<file path="src/hw/adcc_pkg.sv">
// constants, types and register map for the converter control block
// Contract
// - wait mode leaves conversion running, done wakes if bit 7
// - done flag cleared only by new start
// - completion sets bit 6, irq if bit 7
// - result valid only while done flag set
// - bit 5 write-only start, reads zero
// - start clears done flag and interrupt
// - restart abandons running conversion
// - bit 4 powers converter on or off
// - bit 2 disables main oscillator only
// - result register at 0d0h, eight bits
// - control at 0d1h, bit6 RO, bit5 WO
// - control reads 40h after reset
// - one conversion per start request
package adcc_pkg;
   // ----------------------------------------
   // register map
   // ----------------------------------------
   // register numbers; each register owns one aligned word, byte address is four times
   localparam logic [7:0] ADCC_RESULT_IDX = 8'hd0;
   localparam logic [7:0] ADCC_CTRL_IDX = 8'hd1;
   localparam logic [31:0] ADCC_RESULT_ADDR = {22'h0, ADCC_RESULT_IDX, 2'b00};
   localparam logic [31:0] ADCC_CTRL_ADDR = {22'h0, ADCC_CTRL_IDX, 2'b00};
   localparam logic [7:0] ADCC_CTRL_RESET = 8'h40;
   localparam int ADCC_BIT_IE = 7;
   localparam int ADCC_BIT_DONE = 6;
   localparam int ADCC_BIT_START = 5;
   localparam int ADCC_BIT_PWR = 4;
   localparam int ADCC_BIT_OSC = 2;
   // ----------------------------------------
   // timing
   // ----------------------------------------
   localparam int ADCC_CLK_PER_BIT = 4;
   localparam int ADCC_NBITS = 8;
   // bundle from sequencer to analog comparator
   typedef struct packed {
      logic [7:0] trial;
      logic sample;
   } adcc_dac_s;
   typedef enum logic [1:0] {ADCC_IDLE, ADCC_CONV, ADCC_LOAD} adcc_state_e;
endpackage

</file>
<file path="src/hw/adcc_top.sv">
// converter control, status, sequencer and apb slave
`timescale 1ns/1ps
module adcc_top import adcc_pkg::*; (
   // clock and reset
   input wire logic REF_CLK,
   input wire logic RST,
   // apb slave
   input wire logic PSEL,
   input wire logic PENABLE,
   input wire logic PWRITE,
   input wire logic [31:0] PADDR,
   input wire logic [31:0] PWDATA,
   output logic [31:0] PRDATA,
   output logic PREADY,
   output logic PSLVERR,
   // power modes
   input wire logic WAIT_MODE,
   input wire logic STOP_MODE,
   // analog side
   input wire logic CMP_HIGH,
   output adcc_dac_s DAC,
   output logic CONV_POWER,
   // system
   output logic IRQ,
   output logic WAKE,
   output logic MAIN_OSC_DISABLE
);
   // ----------------------------------------
   // bus decode
   // ----------------------------------------
   logic acc, wr, hit_res, hit_ctl, start_wr;
   assign acc = PSEL && PENABLE;
   assign wr = acc && PWRITE;
   assign hit_res = PADDR == ADCC_RESULT_ADDR;
   assign hit_ctl = PADDR == ADCC_CTRL_ADDR;
   assign PREADY = 1'b1;
   // unmapped or written read-only result answers with error
   assign PSLVERR = acc && !(hit_ctl || (hit_res && !PWRITE));
   assign start_wr = wr && hit_ctl && PWDATA[ADCC_BIT_START];

   // ----------------------------------------
   // control bits
   // ----------------------------------------
   logic ie_q, pwr_q, osc_q, done_q;
   logic [7:0] result_q;
   logic [7:0] trial_q;
   logic [2:0] bit_q;
   logic [1:0] tick_q;
   logic sample_q, cmp_s1, cmp_s2, cmp_s3;
   adcc_state_e state_q;

   // writable fields; reserved bits are not stored
   always_ff @(posedge REF_CLK) begin
      if (RST) begin
         ie_q <= 1'b0;
         pwr_q <= 1'b0;
         osc_q <= 1'b0;
      end else if (wr && hit_ctl) begin
         ie_q <= PWDATA[ADCC_BIT_IE];
         pwr_q <= PWDATA[ADCC_BIT_PWR];
         osc_q <= PWDATA[ADCC_BIT_OSC];
      end
   end

   // converter is live only when powered and not in stop
   logic live;
   assign live = pwr_q && !STOP_MODE;
   logic fin;
   assign fin = state_q == ADCC_LOAD;

   // done flag: start clears, completion sets, writes of zero ignored
   always_ff @(posedge REF_CLK) begin
      if (RST) begin
         done_q <= 1'b1;
      end else if (start_wr) begin
         done_q <= 1'b0;
      end else if (fin) begin
         done_q <= 1'b1;
      end
   end

   // comparator crosses from analog domain: three stages
   always_ff @(posedge REF_CLK) begin
      if (RST) begin
         cmp_s1 <= 1'b0;
         cmp_s2 <= 1'b0;
         cmp_s3 <= 1'b0;
      end else begin
         cmp_s1 <= CMP_HIGH;
         cmp_s2 <= cmp_s1;
         cmp_s3 <= cmp_s2;
      end
   end
   logic cmp_ok;
   assign cmp_ok = cmp_s2 == cmp_s3;

   // ----------------------------------------
   // successive approximation sequencer
   // ----------------------------------------
   // wait mode is not looked at: conversion continues unchanged
   always_ff @(posedge REF_CLK) begin
      if (RST) begin
         state_q <= ADCC_IDLE;
         trial_q <= 8'h00;
         bit_q <= 3'h0;
         tick_q <= 2'h0;
         sample_q <= 1'b0;
      end else if (start_wr && live) begin
         state_q <= ADCC_CONV;
         trial_q <= 8'h80;
         bit_q <= 3'h7;
         tick_q <= 2'h0;
         sample_q <= 1'b1;
      end else if (!live) begin
         state_q <= ADCC_IDLE;
         sample_q <= 1'b0;
      end else begin
         case (state_q)
            ADCC_IDLE: begin
               sample_q <= 1'b0;
            end
            ADCC_CONV: begin
               // decide only when the comparator has settled
               if (tick_q == 2'(ADCC_CLK_PER_BIT - 1) && cmp_ok) begin
                  tick_q <= 2'h0;
                  if (!cmp_s3) begin
                     trial_q[bit_q] <= 1'b0;
                  end
                  if (bit_q == 3'h0) begin
                     state_q <= ADCC_LOAD;
                  end else begin
                     trial_q[bit_q - 3'h1] <= 1'b1;
                     bit_q <= bit_q - 3'h1;
                  end
               end else if (tick_q != 2'(ADCC_CLK_PER_BIT - 1)) begin
                  tick_q <= tick_q + 2'h1;
               end
            end
            ADCC_LOAD: begin
               state_q <= ADCC_IDLE;
               sample_q <= 1'b0;
            end
            default: state_q <= ADCC_IDLE;
         endcase
      end
   end

   // result loaded one cycle before done is visible
   always_ff @(posedge REF_CLK) begin
      if (RST) begin
         result_q <= 8'h00;
      end else if (state_q == ADCC_CONV && !live) begin
         result_q <= result_q;
      end else if (state_q == ADCC_CONV && tick_q == 2'(ADCC_CLK_PER_BIT - 1)
                   && cmp_ok && bit_q == 3'h0) begin
         result_q <= {trial_q[7:1], cmp_s3};
      end
   end

   // ----------------------------------------
   // read data and outputs
   // ----------------------------------------
   logic [31:0] rdata_d;
   always_comb begin
      rdata_d = 32'h0;
      if (hit_res) begin
         rdata_d[7:0] = result_q;
      end else if (hit_ctl) begin
         // start and reserved read zero
         rdata_d[ADCC_BIT_IE] = ie_q;
         rdata_d[ADCC_BIT_DONE] = done_q;
         rdata_d[ADCC_BIT_PWR] = pwr_q;
         rdata_d[ADCC_BIT_OSC] = osc_q;
      end
   end
   assign PRDATA = rdata_d;
   assign IRQ = ie_q && done_q;
   assign WAKE = IRQ && WAIT_MODE && !STOP_MODE;
   assign MAIN_OSC_DISABLE = osc_q;
   assign CONV_POWER = live;
   assign DAC.trial = trial_q;
   assign DAC.sample = sample_q;
endmodule

</file>
<file path="config.mk">
export PLATFORM = sky130hd
export DESIGN_NAME = adcc_top
export DESIGN_NICKNAME = d
export VERILOG_FILES = /design/src/hw/adcc_pkg.sv /design/src/hw/adcc_top.sv
export SDC_FILE = /design/constraint.sdc
export NUM_CORES = 1
export LEC_CHECK = 0
export ABC_AREA = 0
export ABC_CLOCK_PERIOD_IN_PS = 1800
export BUFFER_PORTS_ARGS = -buffer_cell sky130_fd_sc_hd__buf_2
export CORE_MARGIN = 4
export CORE_UTILIZATION = 44
export CTS_BUF_LIST = sky130_fd_sc_hd__clkbuf_8
export CTS_CLUSTER_SIZE = 16
export DETAILED_ROUTE_END_ITERATION = 10
export GPL_TIMING_DRIVEN = 1
export PLACE_DENSITY = 0.91
export SETUP_SLACK_MARGIN = 0.1
export SLEW_MARGIN = 15
export SYNTH_ARGS = -nofsm -noshare
export SYNTH_HDL_FRONTEND = slang
export SYNTH_SLANG_ARGS = --single-unit
</file>
<file path="constraint.sdc">
create_clock -name REF_CLK -period 1.8 [get_ports REF_CLK]
set_input_delay 0.27 -clock REF_CLK [delete_from_list [all_inputs] [get_ports REF_CLK]]
set_output_delay 0.27 -clock REF_CLK [all_outputs]
set_load 0.05 [all_outputs]
</file>
After elaboration in Yosys (flattened, before gate mapping)

Cells that the tools add are included.

Input bits: 72
Logic and storage cells: 122
Register bits: 31
Output and inout bits: 47

Equality and inequality tests: 14
Add/sub/neg operators: 2
Order comparisons: 4
Reductions and logical operators: 40
Multiplexer cells: 41
Bitwise gates (word level): 6

Operator list:

| kind                   | count |
|---|---|
| $mux W8                | 11 |
| $eq A32 B10 Y1 const B | 2 |
| $logic_and A1 B1 Y1    | 18 |
| $mux W1                | 15 |
| $mux W3                | 5 |
| $reduce_and A3 Y1      | 5 |
| $mux W2                | 7 |
| $reduce_bool A2 Y1     | 5 |
| $and A8 B8 Y8          | 1 |
| $lt A3 B4 Y1 const B   | 2 |
| $ne A2 B2 Y1 const B   | 4 |
| $ne A4 B4 Y1 const B   | 2 |
| $not A8 Y8             | 1 |
| $or A8 B8 Y8           | 1 |
| $demux W1 S3           | 2 |
| $ge A3 B1 Y1 const B   | 2 |
| $eq A2 B2 Y1 const B   | 2 |
| $logic_not A1 Y1       | 4 |
| $pmux W2 S2            | 1 |
| $reduce_and A4 Y1      | 1 |
| $reduce_or A2 Y1       | 2 |
| $logic_not A3 Y1       | 1 |
| $ne A3 B2 Y1 const B   | 1 |
| $ne A3 B3 Y1 const B   | 1 |
| other kinds (9)        | 11 |

Logic depth before layout (Yosys ltp)

Gate-level depths: netlist of run 1.

Depth after elaboration: 18
Mapped depth: 7
Depth with buffers taken out: 7

Worst setup path after synthesis of run 1

OpenSTA, ideal clock, no wires.

Path kind: input -> output
Start: input port PADDR[18]
End: output port PRDATA[0]
Data required time: 1.530 ns
Path slack: -0.823 ns
Path buffers: 1
Cell stages on the path: 5
Data arrival time: 2.353 ns
Cells stage by stage: nor4_2 > nand4_2 > or2_1 > buf_2 > nor3b_1

Longest elaborated chain between the ends: 2

Ends and longest elaborated chain:

| what           | line            | source |
|---|---|---|
| from (decl)    | adcc_top.sv:11  | `input wire logic [31:0] PADDR,` |
| $eq A32 B10 Y1 | adcc_top.sv:34  | `assign hit_res = PADDR == ADCC_RESULT_ADDR;` |
| $mux W2        | adcc_top.sv:166 | `if (hit_res) begin` |
| to (decl)      | adcc_top.sv:13  | `output logic [31:0] PRDATA,` |

No other way between the ends.

Final worst setup path of run 1

Start: input port PADDR[25]
End: output port PRDATA[2]

Longest elaborated chain between the ends: 3
Elaborated cells on any way between the ends: 4
Classes of those cells: eq/ne: 2; mux: 2

Ends and longest elaborated chain:

| what           | line            | source |
|---|---|---|
| $eq A32 B10 Y1 | adcc_top.sv:35  | `assign hit_ctl = PADDR == ADCC_CTRL_ADDR;` |
| $mux W1        | adcc_top.sv:168 | `end else if (hit_ctl) begin` |
| $mux W1 *      | adcc_top.sv:166 |  |

Every way passes the cells marked *; elsewhere a longest branch is shown, timed or not.

==> run metrics, run 1 <==
RSZ-0062 raised after global routing yes; num ports 119; number of buffers inserted for hold repair after clock tree synthesis 0; core outline area 4090 sq um; highest attainable clock frequency 0.517 GHz; overall die height 73.9 um; maximum count of clock buffers along a single path 2; outcome complete, but fails checks; Area contributors post-synth sky130_fd_sc_hd__dfxtp_1 (32%), sky130_fd_sc_hd__buf_4 (11%), sky130_fd_sc_hd__mux2i_1 (7.9%); setup slack of the worst register-to-register path 0.14 ns; residual overflow from global routing 0; post-synthesis to final-layout area growth 44.9%; Final Critical Period 1.93 ns; Clock Tree Root sky130_fd_sc_hd__clkbuf_8; Setup TNS -0.895 ns; routed length on met1 1990 um; power density over cell area 593 nW/um^2; number of vias after detailed routing 1764; Synth area leader sky130_fd_sc_hd__dfxtp_1; number of buffers created by CTS 5; site row count 23; # fillers 290; Initial Utilization 46.8%; sequential element share of the synthesized area 32.5%; failing checks setup timing; max-capacitance violation count 0; clock latency on the worst-skew pair 0.28 ns; ratio of routed vias to standard cells 5.16; clock sink total 31; number of register bits inferred by synthesis 31; Mapped Area 1910 sq um; synthesized area divided by synthesized cell count 9.23 sq um; top post-synthesis cells by count sky130_fd_sc_hd__dfxtp_1 (31), sky130_fd_sc_hd__buf_4 (27), sky130_fd_sc_hd__nor2_1 (21), sky130_fd_sc_hd__mux2i_1 (15), sky130_fd_sc_hd__nand2_1 (12); worst-case setup slack after placement -0.221 ns; global-route wire length before repair 7220 um; Die X-Extent 73.9 um; DRC Markers 0; number of cells traversed by the worst hold path 2; Reg-to-Reg Start tick_q[1]$_SDFFE_PP0P_; number of buffers added on ports 65; number of H-tree levels 2; TritonCTS clock tree built; gp weighted congestion 0.904; number of global-route vias before repair 1609; number of failing hold endpoints at the final stage 0; leakage power of the design 1.21 nW; VDD IR-drop max 0.000405 V; commonest register cell after synthesis sky130_fd_sc_hd__dfxtp_1; WL/cell 16.5 um; destination of the worst hold path cmp_s1$_SDFF_PP0_; post-synth top area share 32.5%; number of warnings printed during yosys synthesis 0; synthesized instance count 207; topmost layer with routed signal wires met4; Total Routing Usage GR 17.5%; number of flops mapped to enable cells by yosys 0; Non-Filler Cell Area, Final 2770 sq um; share of flip-flops with an asynchronous set or reset after synthesis 0%; kind of launch point of the worst setup path input pin; post-detailed-route count of antenna-violating nets 0; CP Max Fanout 4; start-to-end type of the worst setup path input pin to output pin; DR WL met3 507 um; number of design-rule violations left by the first detailed-router iteration 64; Clock Skews 0.00456 ns; most instantiated library cell after synthesis sky130_fd_sc_hd__dfxtp_1; Req. time, crit path 1.53 ns; Met2 Routed Length 3040 um; number of antenna repair diodes 0; total iterations of the first detailed-routing run 4; reg-to-reg endpoint result_q[5]$_SDFFE_PP0P_; largest net degree at the start of global routing 17; final routed wirelength across all metal layers 5650 um; Placed Area 2340 sq um; ratio of final minimum period to clock period 107%; worst rel slew slack 66.4%; Slew @ Worst Pin 0.503 ns; die area 5460 sq um; setup violators final 9; cell count of the worst reg-to-reg path 7; worst min-delay path class input pin to flop; arrival time of the worst setup path 1.66 ns; Final Net Count 366; post-route worst setup slack -0.135 ns; max-slew violations 0; Synth cell types 48; antenna violations before repair 0; clock-pin slew reported for the worst setup and hold paths after clock tree synthesis 0.06 ns; detailed-placement wirelength estimate 3620 um; Crit. End Element output pin; proportion of layout cells with a drive suffix above 1 49.7%; Hold Crit Start CMP_HIGH; Util after Layout 67.8%
-- layer usage --
layer	global-route usage, %	vias up
met5	0	-
met4	6.04	0
met3	5.47	13
met2	33.2	84
met1	17.7	822
li1	-	845
-- through the flow --
| stage | instances | total power, mW | hold slack [ns] |
|---|---|---|---|
| 3_3_place_gp | 324 | 0.935 | 0.417 |
| 6_report | 342 | 1.64 | 0.192 |
| 5_1_grt | 342 | 1.69 | 0.196 |
| 4_1_cts | 332 | 1.64 | 0.190 |
| 3_5_place_dp | 324 | 0.938 | 0.438 |
| 2_1_floorplan | 230 | 0.910 | 0.342 |
-- layout by cell type (no fill, tap or decap), types with 3 or more instances in the layout --
| cell type | n |
|---|---|
| sky130_fd_sc_hd__nor2_2 | 3 |
| sky130_fd_sc_hd__clkbuf_8 | 6 |
| sky130_fd_sc_hd__buf_8 | 3 |
| sky130_fd_sc_hd__nand2_1 | 10 |
| sky130_fd_sc_hd__inv_1 | 4 |
| sky130_fd_sc_hd__nor3_1 | 5 |
| sky130_fd_sc_hd__nand3_1 | 7 |
| sky130_fd_sc_hd__buf_6 | 18 |
| sky130_fd_sc_hd__nor3b_4 | 6 |
| sky130_fd_sc_hd__conb_1 | 25 |
| sky130_fd_sc_hd__nor4b_4 | 3 |
| sky130_fd_sc_hd__o21ai_0 | 3 |
| sky130_fd_sc_hd__a21oi_2 | 8 |
| sky130_fd_sc_hd__mux2i_1 | 15 |
| sky130_fd_sc_hd__nor2_4 | 4 |
| sky130_fd_sc_hd__a21oi_1 | 9 |
| sky130_fd_sc_hd__nor4_4 | 4 |
| sky130_fd_sc_hd__buf_4 | 17 |
| sky130_fd_sc_hd__nor2_1 | 16 |
| sky130_fd_sc_hd__buf_2 | 47 |
| sky130_fd_sc_hd__nor2b_1 | 3 |
| sky130_fd_sc_hd__o21ai_1 | 5 |
| sky130_fd_sc_hd__dfxtp_1 | 28 |
-- flip-flops by register name, indices dropped and copies added (netlist names) --
name	count
cmp_s3	1
cmp_s1	1
done_q	1
sample_q	1
tick_q	2
cmp_s2	1
state_q	2
trial_q	8
pwr_q	1
bit_q	3
result_q	8
ie_q	1
MAIN_OSC_DISABLE	1
-- cells by family after synthesis --
family | count (synthesis) | synth area share [%]
buf+inv | 37 | 13.4
flops | 31 | 32.5
xor+xnor | 1 | 0.458
other cells | 2 | 0.393
mux | 15 | 7.86
compound gates | 34 | 12.0
fa+ha+maj | 3 | 1.96
simple gates | 84 | 31.4
-- where the power goes --
group	internal [mW]	switching (mW)	total, mW
Combinational	0.0692	0.187	0.256
Sequential	0.687	0.00199	0.689
Clock	0.447	0.250	0.697
Total	1.20	0.439	1.64
-- how the worst max path moves through the flow --
stage	start	end	slack [ns]	depth (start not counted)
5_1_grt	PADDR[25]	PRDATA[0]	-0.21	7
2_1_floorplan	PADDR[17]	PRDATA[0]	-0.17	5
3_3_place_gp	PADDR[13]	PRDATA[0]	-0.19	7
4_1_cts	PADDR[30]	PRDATA[0]	-0.10	7
6_report	PADDR[25]	PRDATA[2]	-0.13	8
3_5_place_dp	PADDR[17]	PRDATA[0]	-0.22	7
-- critical path, stage by stage --
cell	delay, ns
sky130_fd_sc_hd__buf_2	0.11
sky130_fd_sc_hd__nor4_4	0.28
sky130_fd_sc_hd__nand4_2	0.15
sky130_fd_sc_hd__or2_4	0.30
sky130_fd_sc_hd__buf_4	0.14
sky130_fd_sc_hd__clkbuf_16	0.15
sky130_fd_sc_hd__nor2_4	0.11
sky130_fd_sc_hd__buf_8	0.16
-- cell type report --
class / count / area [sq um] / share of cell area, %
clock buffers: 6 / 82.6 / 2.98
clock inverters: 2 / 35.0 / 1.27
inverters: 4 / 15.0 / 0.542
multi-input cells: 162 / 1290 / 46.6
flip-flops and latches: 31 / 627 / 22.6
well taps: 50 / 62.6 / 2.26
repair buffers: 87 / 656 / 23.7
-- timing repair --
action / 4_1_cts / 5_1_grt
setup endpoints to repair: 14 / 27
resized for setup: 25 / 34
pin swaps: 6 / 22
cloned: 0 / 2
setup buffers: 0 / 8
Power figures use the tool's default switching activity.
==> run 2: changes to the inputs <==
ABC_CLOCK_PERIOD_IN_PS = 2000   (was 1800)
CORE_UTILIZATION = 25   (was 44)
PLACE_DENSITY = 0.61   (was 0.91)
SKIP_CTS_REPAIR_TIMING = 1   (was not set)
clock period = 2 ns   (was 1.8 ns; I/O delays follow)
==> run metrics, run 2 (synthesis results as in run 1) <==
outcome finished clean (was complete, but fails checks); routed length on met1 1990 um (about the same); post-synthesis to final-layout area growth 40.7% (was 44.9%); clock sink total 31 (unchanged); post-route worst setup slack 0.0592 ns (was -0.135 ns); TritonCTS clock tree built (unchanged); Final Critical Period 1.94 ns; Clock Tree Root sky130_fd_sc_hd__clkbuf_8 (unchanged); Req. time, crit path 1.70 ns (was 1.53 ns); Finished Layout Cells 381 (was 342); cell with the most instances on the worst path sky130_fd_sc_hd__buf_6; DR WL met3 509 um (was 507 um); DRC Markers 0 (unchanged); setup violators final 0 (was 9); Die X-Extent 95.4 um (was 73.9 um); Setup TNS 0 ns (was -0.895 ns); Top Family by Delay on Critical Path simple AND/OR/NAND/NOR gates (unchanged); CP Max Fanout 5 (was 4); clock-pin slew reported for the worst setup and hold paths after clock tree synthesis 0.06 ns (about the same); registers with the most flip-flops result_q x8, trial_q x8, bit_q x3 (unchanged); gp weighted congestion 0.825 (was 0.904); Clock Skews 0.00476 ns (was 0.00456 ns); worst min-delay path class input pin to flop (unchanged); number of vias after detailed routing 1642 (was 1764); Met2 Routed Length 2350 um (was 3040 um); residual overflow from global routing 0 (unchanged); CP cell instances buf_6 -> nor4_4 -> nand4_2 -> or2_4 -> clkbuf_16 -> nor3b_4 -> buf_6 (was buf_2 -> nor4_4 -> nand4_2 -> or2_4 -> buf_4 -> clkbuf_16 -> nor2_4 -> buf_8); max-slew violations 0 (unchanged); critical path buffer and inverter count 3 (was 4); total instance count after detailed placement 369 (was 324); cell count of the worst reg-to-reg path 7 (unchanged); num ports 119 (unchanged); Final Net Count 356 (was 366); global-route wire length before repair 7530 um (was 7220 um); start-to-end type of the worst setup path input pin to output pin (unchanged); commonest non-fill, non-tap cell in the layout sky130_fd_sc_hd__buf_2 (unchanged); number of global-route vias before repair 1584 (was 1609); proportion of layout cells with a drive suffix above 1 45.7% (was 49.7%); number of H-tree levels 2 (unchanged); total iterations of the first detailed-routing run 4 (unchanged); largest net degree at the start of global routing 23 (was 17); site row count 31 (was 23); Total Routing Usage GR 10.6% (was 17.5%); topmost layer with routed signal wires met4 (unchanged); number of failing hold endpoints at the final stage 0 (unchanged); WL/cell 12.8 um (was 16.5 um); clock latency on the worst-skew pair 0.28 ns (about the same); worst slack on hold paths 0.238 ns (was 0.192 ns); leading cell types in the layout, fill and taps excluded sky130_fd_sc_hd__buf_2 (46), sky130_fd_sc_hd__dfxtp_1 (30), sky130_fd_sc_hd__conb_1 (25), sky130_fd_sc_hd__buf_6 (19), sky130_fd_sc_hd__nor2_1 (16) (was sky130_fd_sc_hd__buf_2 (47), sky130_fd_sc_hd__dfxtp_1 (28), sky130_fd_sc_hd__conb_1 (25), sky130_fd_sc_hd__buf_6 (18), sky130_fd_sc_hd__buf_4 (17)); number of buffers created by CTS 5 (unchanged); worst-case setup slack after placement -0.0583 ns (was -0.221 ns); detailed-placement wirelength estimate 3780 um (was 3620 um); power density over cell area 549 nW/um^2 (was 593 nW/um^2); arrival time of the worst setup path 1.64 ns (was 1.66 ns); max incr delay on CP 0.30 ns (about the same); RSZ-0062 raised after global routing yes (unchanged); die area 9100 sq um (was 5460 sq um); core outline area 7330 sq um (was 4090 sq um); critical path's slowest cell sky130_fd_sc_hd__or2_4 (unchanged); number of cells traversed by the worst hold path 2 (unchanged); ratio of final minimum period to clock period 97.0%; overall die height 95.4 um (was 73.9 um); Initial Utilization 26.1% (was 46.8%); antenna violations before repair 0 (unchanged); maximum count of clock buffers along a single path 2 (unchanged); Util after Layout 36.7% (was 67.8%); number of antenna repair diodes 0 (unchanged); highest attainable clock frequency 0.515 GHz; Crit. path cell count 7 (was 8); Crit. End Element output pin (unchanged); number of design-rule violations left by the first detailed-router iteration 64 (unchanged); ratio of routed vias to standard cells 4.31 (was 5.16); # fillers 741 (was 290); leakage power of the design 1.15 nW (was 1.21 nW); kind of launch point of the worst setup path input pin (unchanged); final routed wirelength across all metal layers 4890 um (was 5650 um); number of buffers added on ports 65 (unchanged); max-capacitance violation count 0 (unchanged); VDD IR-drop max 0.000203 V (was 0.000405 V); post-detailed-route count of antenna-violating nets 0 (unchanged)
-- run 2: cell count changes in the layout (fill, tap and decap cells not counted), sizes merged --
cell	delta
buf	-10
-- run 2: report_power, final --
part,switching (mW),leakage (nW),internal [mW]
logic,0.164,0.841,0.0632
registers,0.00136,0.251,0.620
clock network,0.225,0.0612,0.403
total,0.390,1.15,1.09
-- run 2: worst paths after layout --
kind / start / endpoint / slack, ns
setup / recovery: PADDR[31] / PRDATA[5] / 0.06
hold / removal: CMP_HIGH / cmp_s1$_SDFF_PP0_ / 0.24
setup reg to reg: tick_q[0]$_SDFFE_PP0P_ / trial_q[1]$_SDFFE_PP0P_ / 0.30
hold reg to reg: cmp_s1$_SDFF_PP0_ / cmp_s2$_SDFF_PP0_ / 0.44
-- run 2: routing by layer --
layer	track usage, %	up-vias
met4	2.84	0
met1	12.9	743
met5	0	-
met2	17.8	75
li1	-	821
met3	3.79	3
-- run 2: final cells by class --
type	instances	area, sq um	share of cell area (%)
clock inverter	2	35.0	1.30
multi-input combinational	162	1240	46.0
clock buffer	6	82.6	3.07
inverter	4	15.0	0.559
tap	99	124	4.61
sequential	31	622	23.1
timing repair buffer	77	572	21.3
-- run 2: per-stage QoR --
step	total power [mW]	cell area (sq um)
final	1.48	2690
after detailed placement	0.845	2360
after floorplan	0.818	2090
after global routing	1.53	2690
after CTS	1.48	2480
after global placement	0.843	2360
==> run 3: changes to the inputs <==
CORE_ASPECT_RATIO = 1.2   (was not set)
==> run metrics, run 3 (synthesis results as in run 1) <==
setup violators final 0 (unchanged); CP Max Fanout 5 (unchanged); Setup TNS 0 ns (unchanged); number of design-rule violations left by the first detailed-router iteration 52 (was 64); Final Net Count 355 (was 356); Final Critical Period 1.97 ns (was 1.94 ns); ratio of routed vias to standard cells 4.47 (was 4.31); Clock Skews 0.00401 ns (was 0.00476 ns); Hold Crit Start CMP_HIGH (unchanged); largest net degree at the start of global routing 23 (unchanged); max-capacitance violation count 0 (unchanged); post-detailed-route count of antenna-violating nets 0 (unchanged); clock latency on the worst-skew pair 0.28 ns (about the same); TritonCTS clock tree built (unchanged); global-route wire length before repair 7250 um (was 7530 um); clock-pin slew reported for the worst setup and hold paths after clock tree synthesis 0.06 ns (about the same); total iterations of the first detailed-routing run 4 (unchanged); Total Routing Usage GR 10.0% (was 10.6%); kind of launch point of the worst setup path input pin (unchanged); worst min-delay path class input pin to flop (unchanged); arrival time of the worst setup path 1.67 ns (was 1.64 ns); Req. time, crit path 1.70 ns (about the same); number of global-route vias before repair 1523 (was 1584); max-slew violations 0 (unchanged); Clock Tree Root sky130_fd_sc_hd__clkbuf_8 (unchanged); outcome finished clean (unchanged); number of H-tree levels 2 (unchanged); number of buffers created by CTS 5 (unchanged); RSZ-0062 raised after global routing yes (unchanged); proportion of layout cells with a drive suffix above 1 44.1% (was 45.7%); leakage power of the design 1.14 nW (was 1.15 nW); die area 9110 sq um (was 9100 sq um); residual overflow from global routing 0 (unchanged); Crit. End Element output pin (unchanged); number of antenna repair diodes 0 (unchanged); total instance count after detailed placement 360 (was 369); highest attainable clock frequency 0.508 GHz (was 0.515 GHz); Finished Layout Cells 371 (was 381); worst setup path startpoint PADDR[18] (was PADDR[31]); Placed Area 2350 sq um (was 2360 sq um); maximum count of clock buffers along a single path 2 (unchanged); num ports 119 (unchanged); number of failing hold endpoints at the final stage 0 (unchanged); antenna violations before repair 0 (unchanged); leading cell types in the layout, fill and taps excluded sky130_fd_sc_hd__buf_2 (49), sky130_fd_sc_hd__dfxtp_1 (31), sky130_fd_sc_hd__conb_1 (25), sky130_fd_sc_hd__nor2_1 (17), sky130_fd_sc_hd__mux2i_1 (15) (was sky130_fd_sc_hd__buf_2 (46), sky130_fd_sc_hd__dfxtp_1 (30), sky130_fd_sc_hd__conb_1 (25), sky130_fd_sc_hd__buf_6 (19), sky130_fd_sc_hd__nor2_1 (16)); number of vias after detailed routing 1658 (was 1642); overall die height 104 um (was 95.4 um); clock sink total 31 (unchanged); WL/cell 13.3 um (was 12.8 um); post-synthesis to final-layout area growth 38.1% (was 40.7%); site row count 34 (was 31); ratio of final minimum period to clock period 98.4% (was 97.0%); final routed wirelength across all metal layers 4940 um (was 4890 um); VDD IR-drop max 0.000269 V (was 0.000203 V); DRC Markers 0 (unchanged); detailed-placement wirelength estimate 3920 um (was 3780 um); Reg-to-Reg Start pwr_q$_SDFFE_PP0N_ (was tick_q[0]$_SDFFE_PP0P_); registers with the most flip-flops result_q x8, trial_q x8, bit_q x3 (unchanged); Initial Utilization 26.0% (was 26.1%); number of buffers added on ports 65 (unchanged); power density over cell area 521 nW/um^2 (was 549 nW/um^2); commonest non-fill, non-tap cell in the layout sky130_fd_sc_hd__buf_2 (unchanged); core outline area 7360 sq um (was 7330 sq um); Die X-Extent 87.8 um (was 95.4 um); start-to-end type of the worst setup path input pin to output pin (unchanged); Non-Filler Cell Area, Final 2640 sq um (was 2690 sq um); gp weighted congestion 0.798 (was 0.825)
run 3: worst paths after layout:
path	to	slack, ns	depth (start not counted)
max reg2reg	trial_q[3]$_SDFFE_PP0P_	0.24	6
max	PRDATA[1]	0.03	7
min	cmp_s1$_SDFF_PP0_	0.23	2
min reg2reg	cmp_s2$_SDFF_PP0_	0.43	1
run 3: routing by layer:
layer / vias up / GRT usage (%) / wire (um)
li1: 825 / - / -
met5: - / 0 / 0
met3: 5 / 2.94 / 509
met4: 0 / 3.62 / 48
met1: 751 / 10.3 / 1780
met2: 77 / 18.6 / 2610
run 3: where the power goes:
group          internal, mW  switching [mW]  total, mW
Sequential            0.620         0.00128      0.621
Clock                 0.308           0.222      0.530
Combinational        0.0593           0.164      0.223
Total                 0.988           0.387       1.37
run 3: layout make-up:
type                            instances  area (sq um)
Multi-Input combinational cell        162          1240
Inverter                                4          15.0
Sequential cell                        31           621
Clock buffer                            7          96.3
Fill cell                             748          4720
Timing Repair Buffer                   76           549
Clock inverter                          1          3.75
Tap cell                               90           113
run 3: worst max-delay path, cell delays in order:
cell and delay (ns):
sky130_fd_sc_hd__buf_2 0.11, sky130_fd_sc_hd__nor4_4 0.27, sky130_fd_sc_hd__nand4_2 0.14, sky130_fd_sc_hd__or2_4 0.30, sky130_fd_sc_hd__buf_12 0.15, sky130_fd_sc_hd__nor3b_4 0.20, sky130_fd_sc_hd__buf_6 0.18
run 3: stage by stage:
stage                     utilization (%)  hold slack (ns)  power (mW)  worst slack (ns)
final                                35.9            0.230        1.37            0.0317
after global routing                 35.9            0.263        1.42           -0.0410
after CTS                            33.3            0.231        1.37            -0.101
after detailed placement             31.9            0.424       0.845           -0.0945
after global placement               31.9            0.421       0.843           -0.0703
after floorplan                         -            0.372       0.818           -0.0275
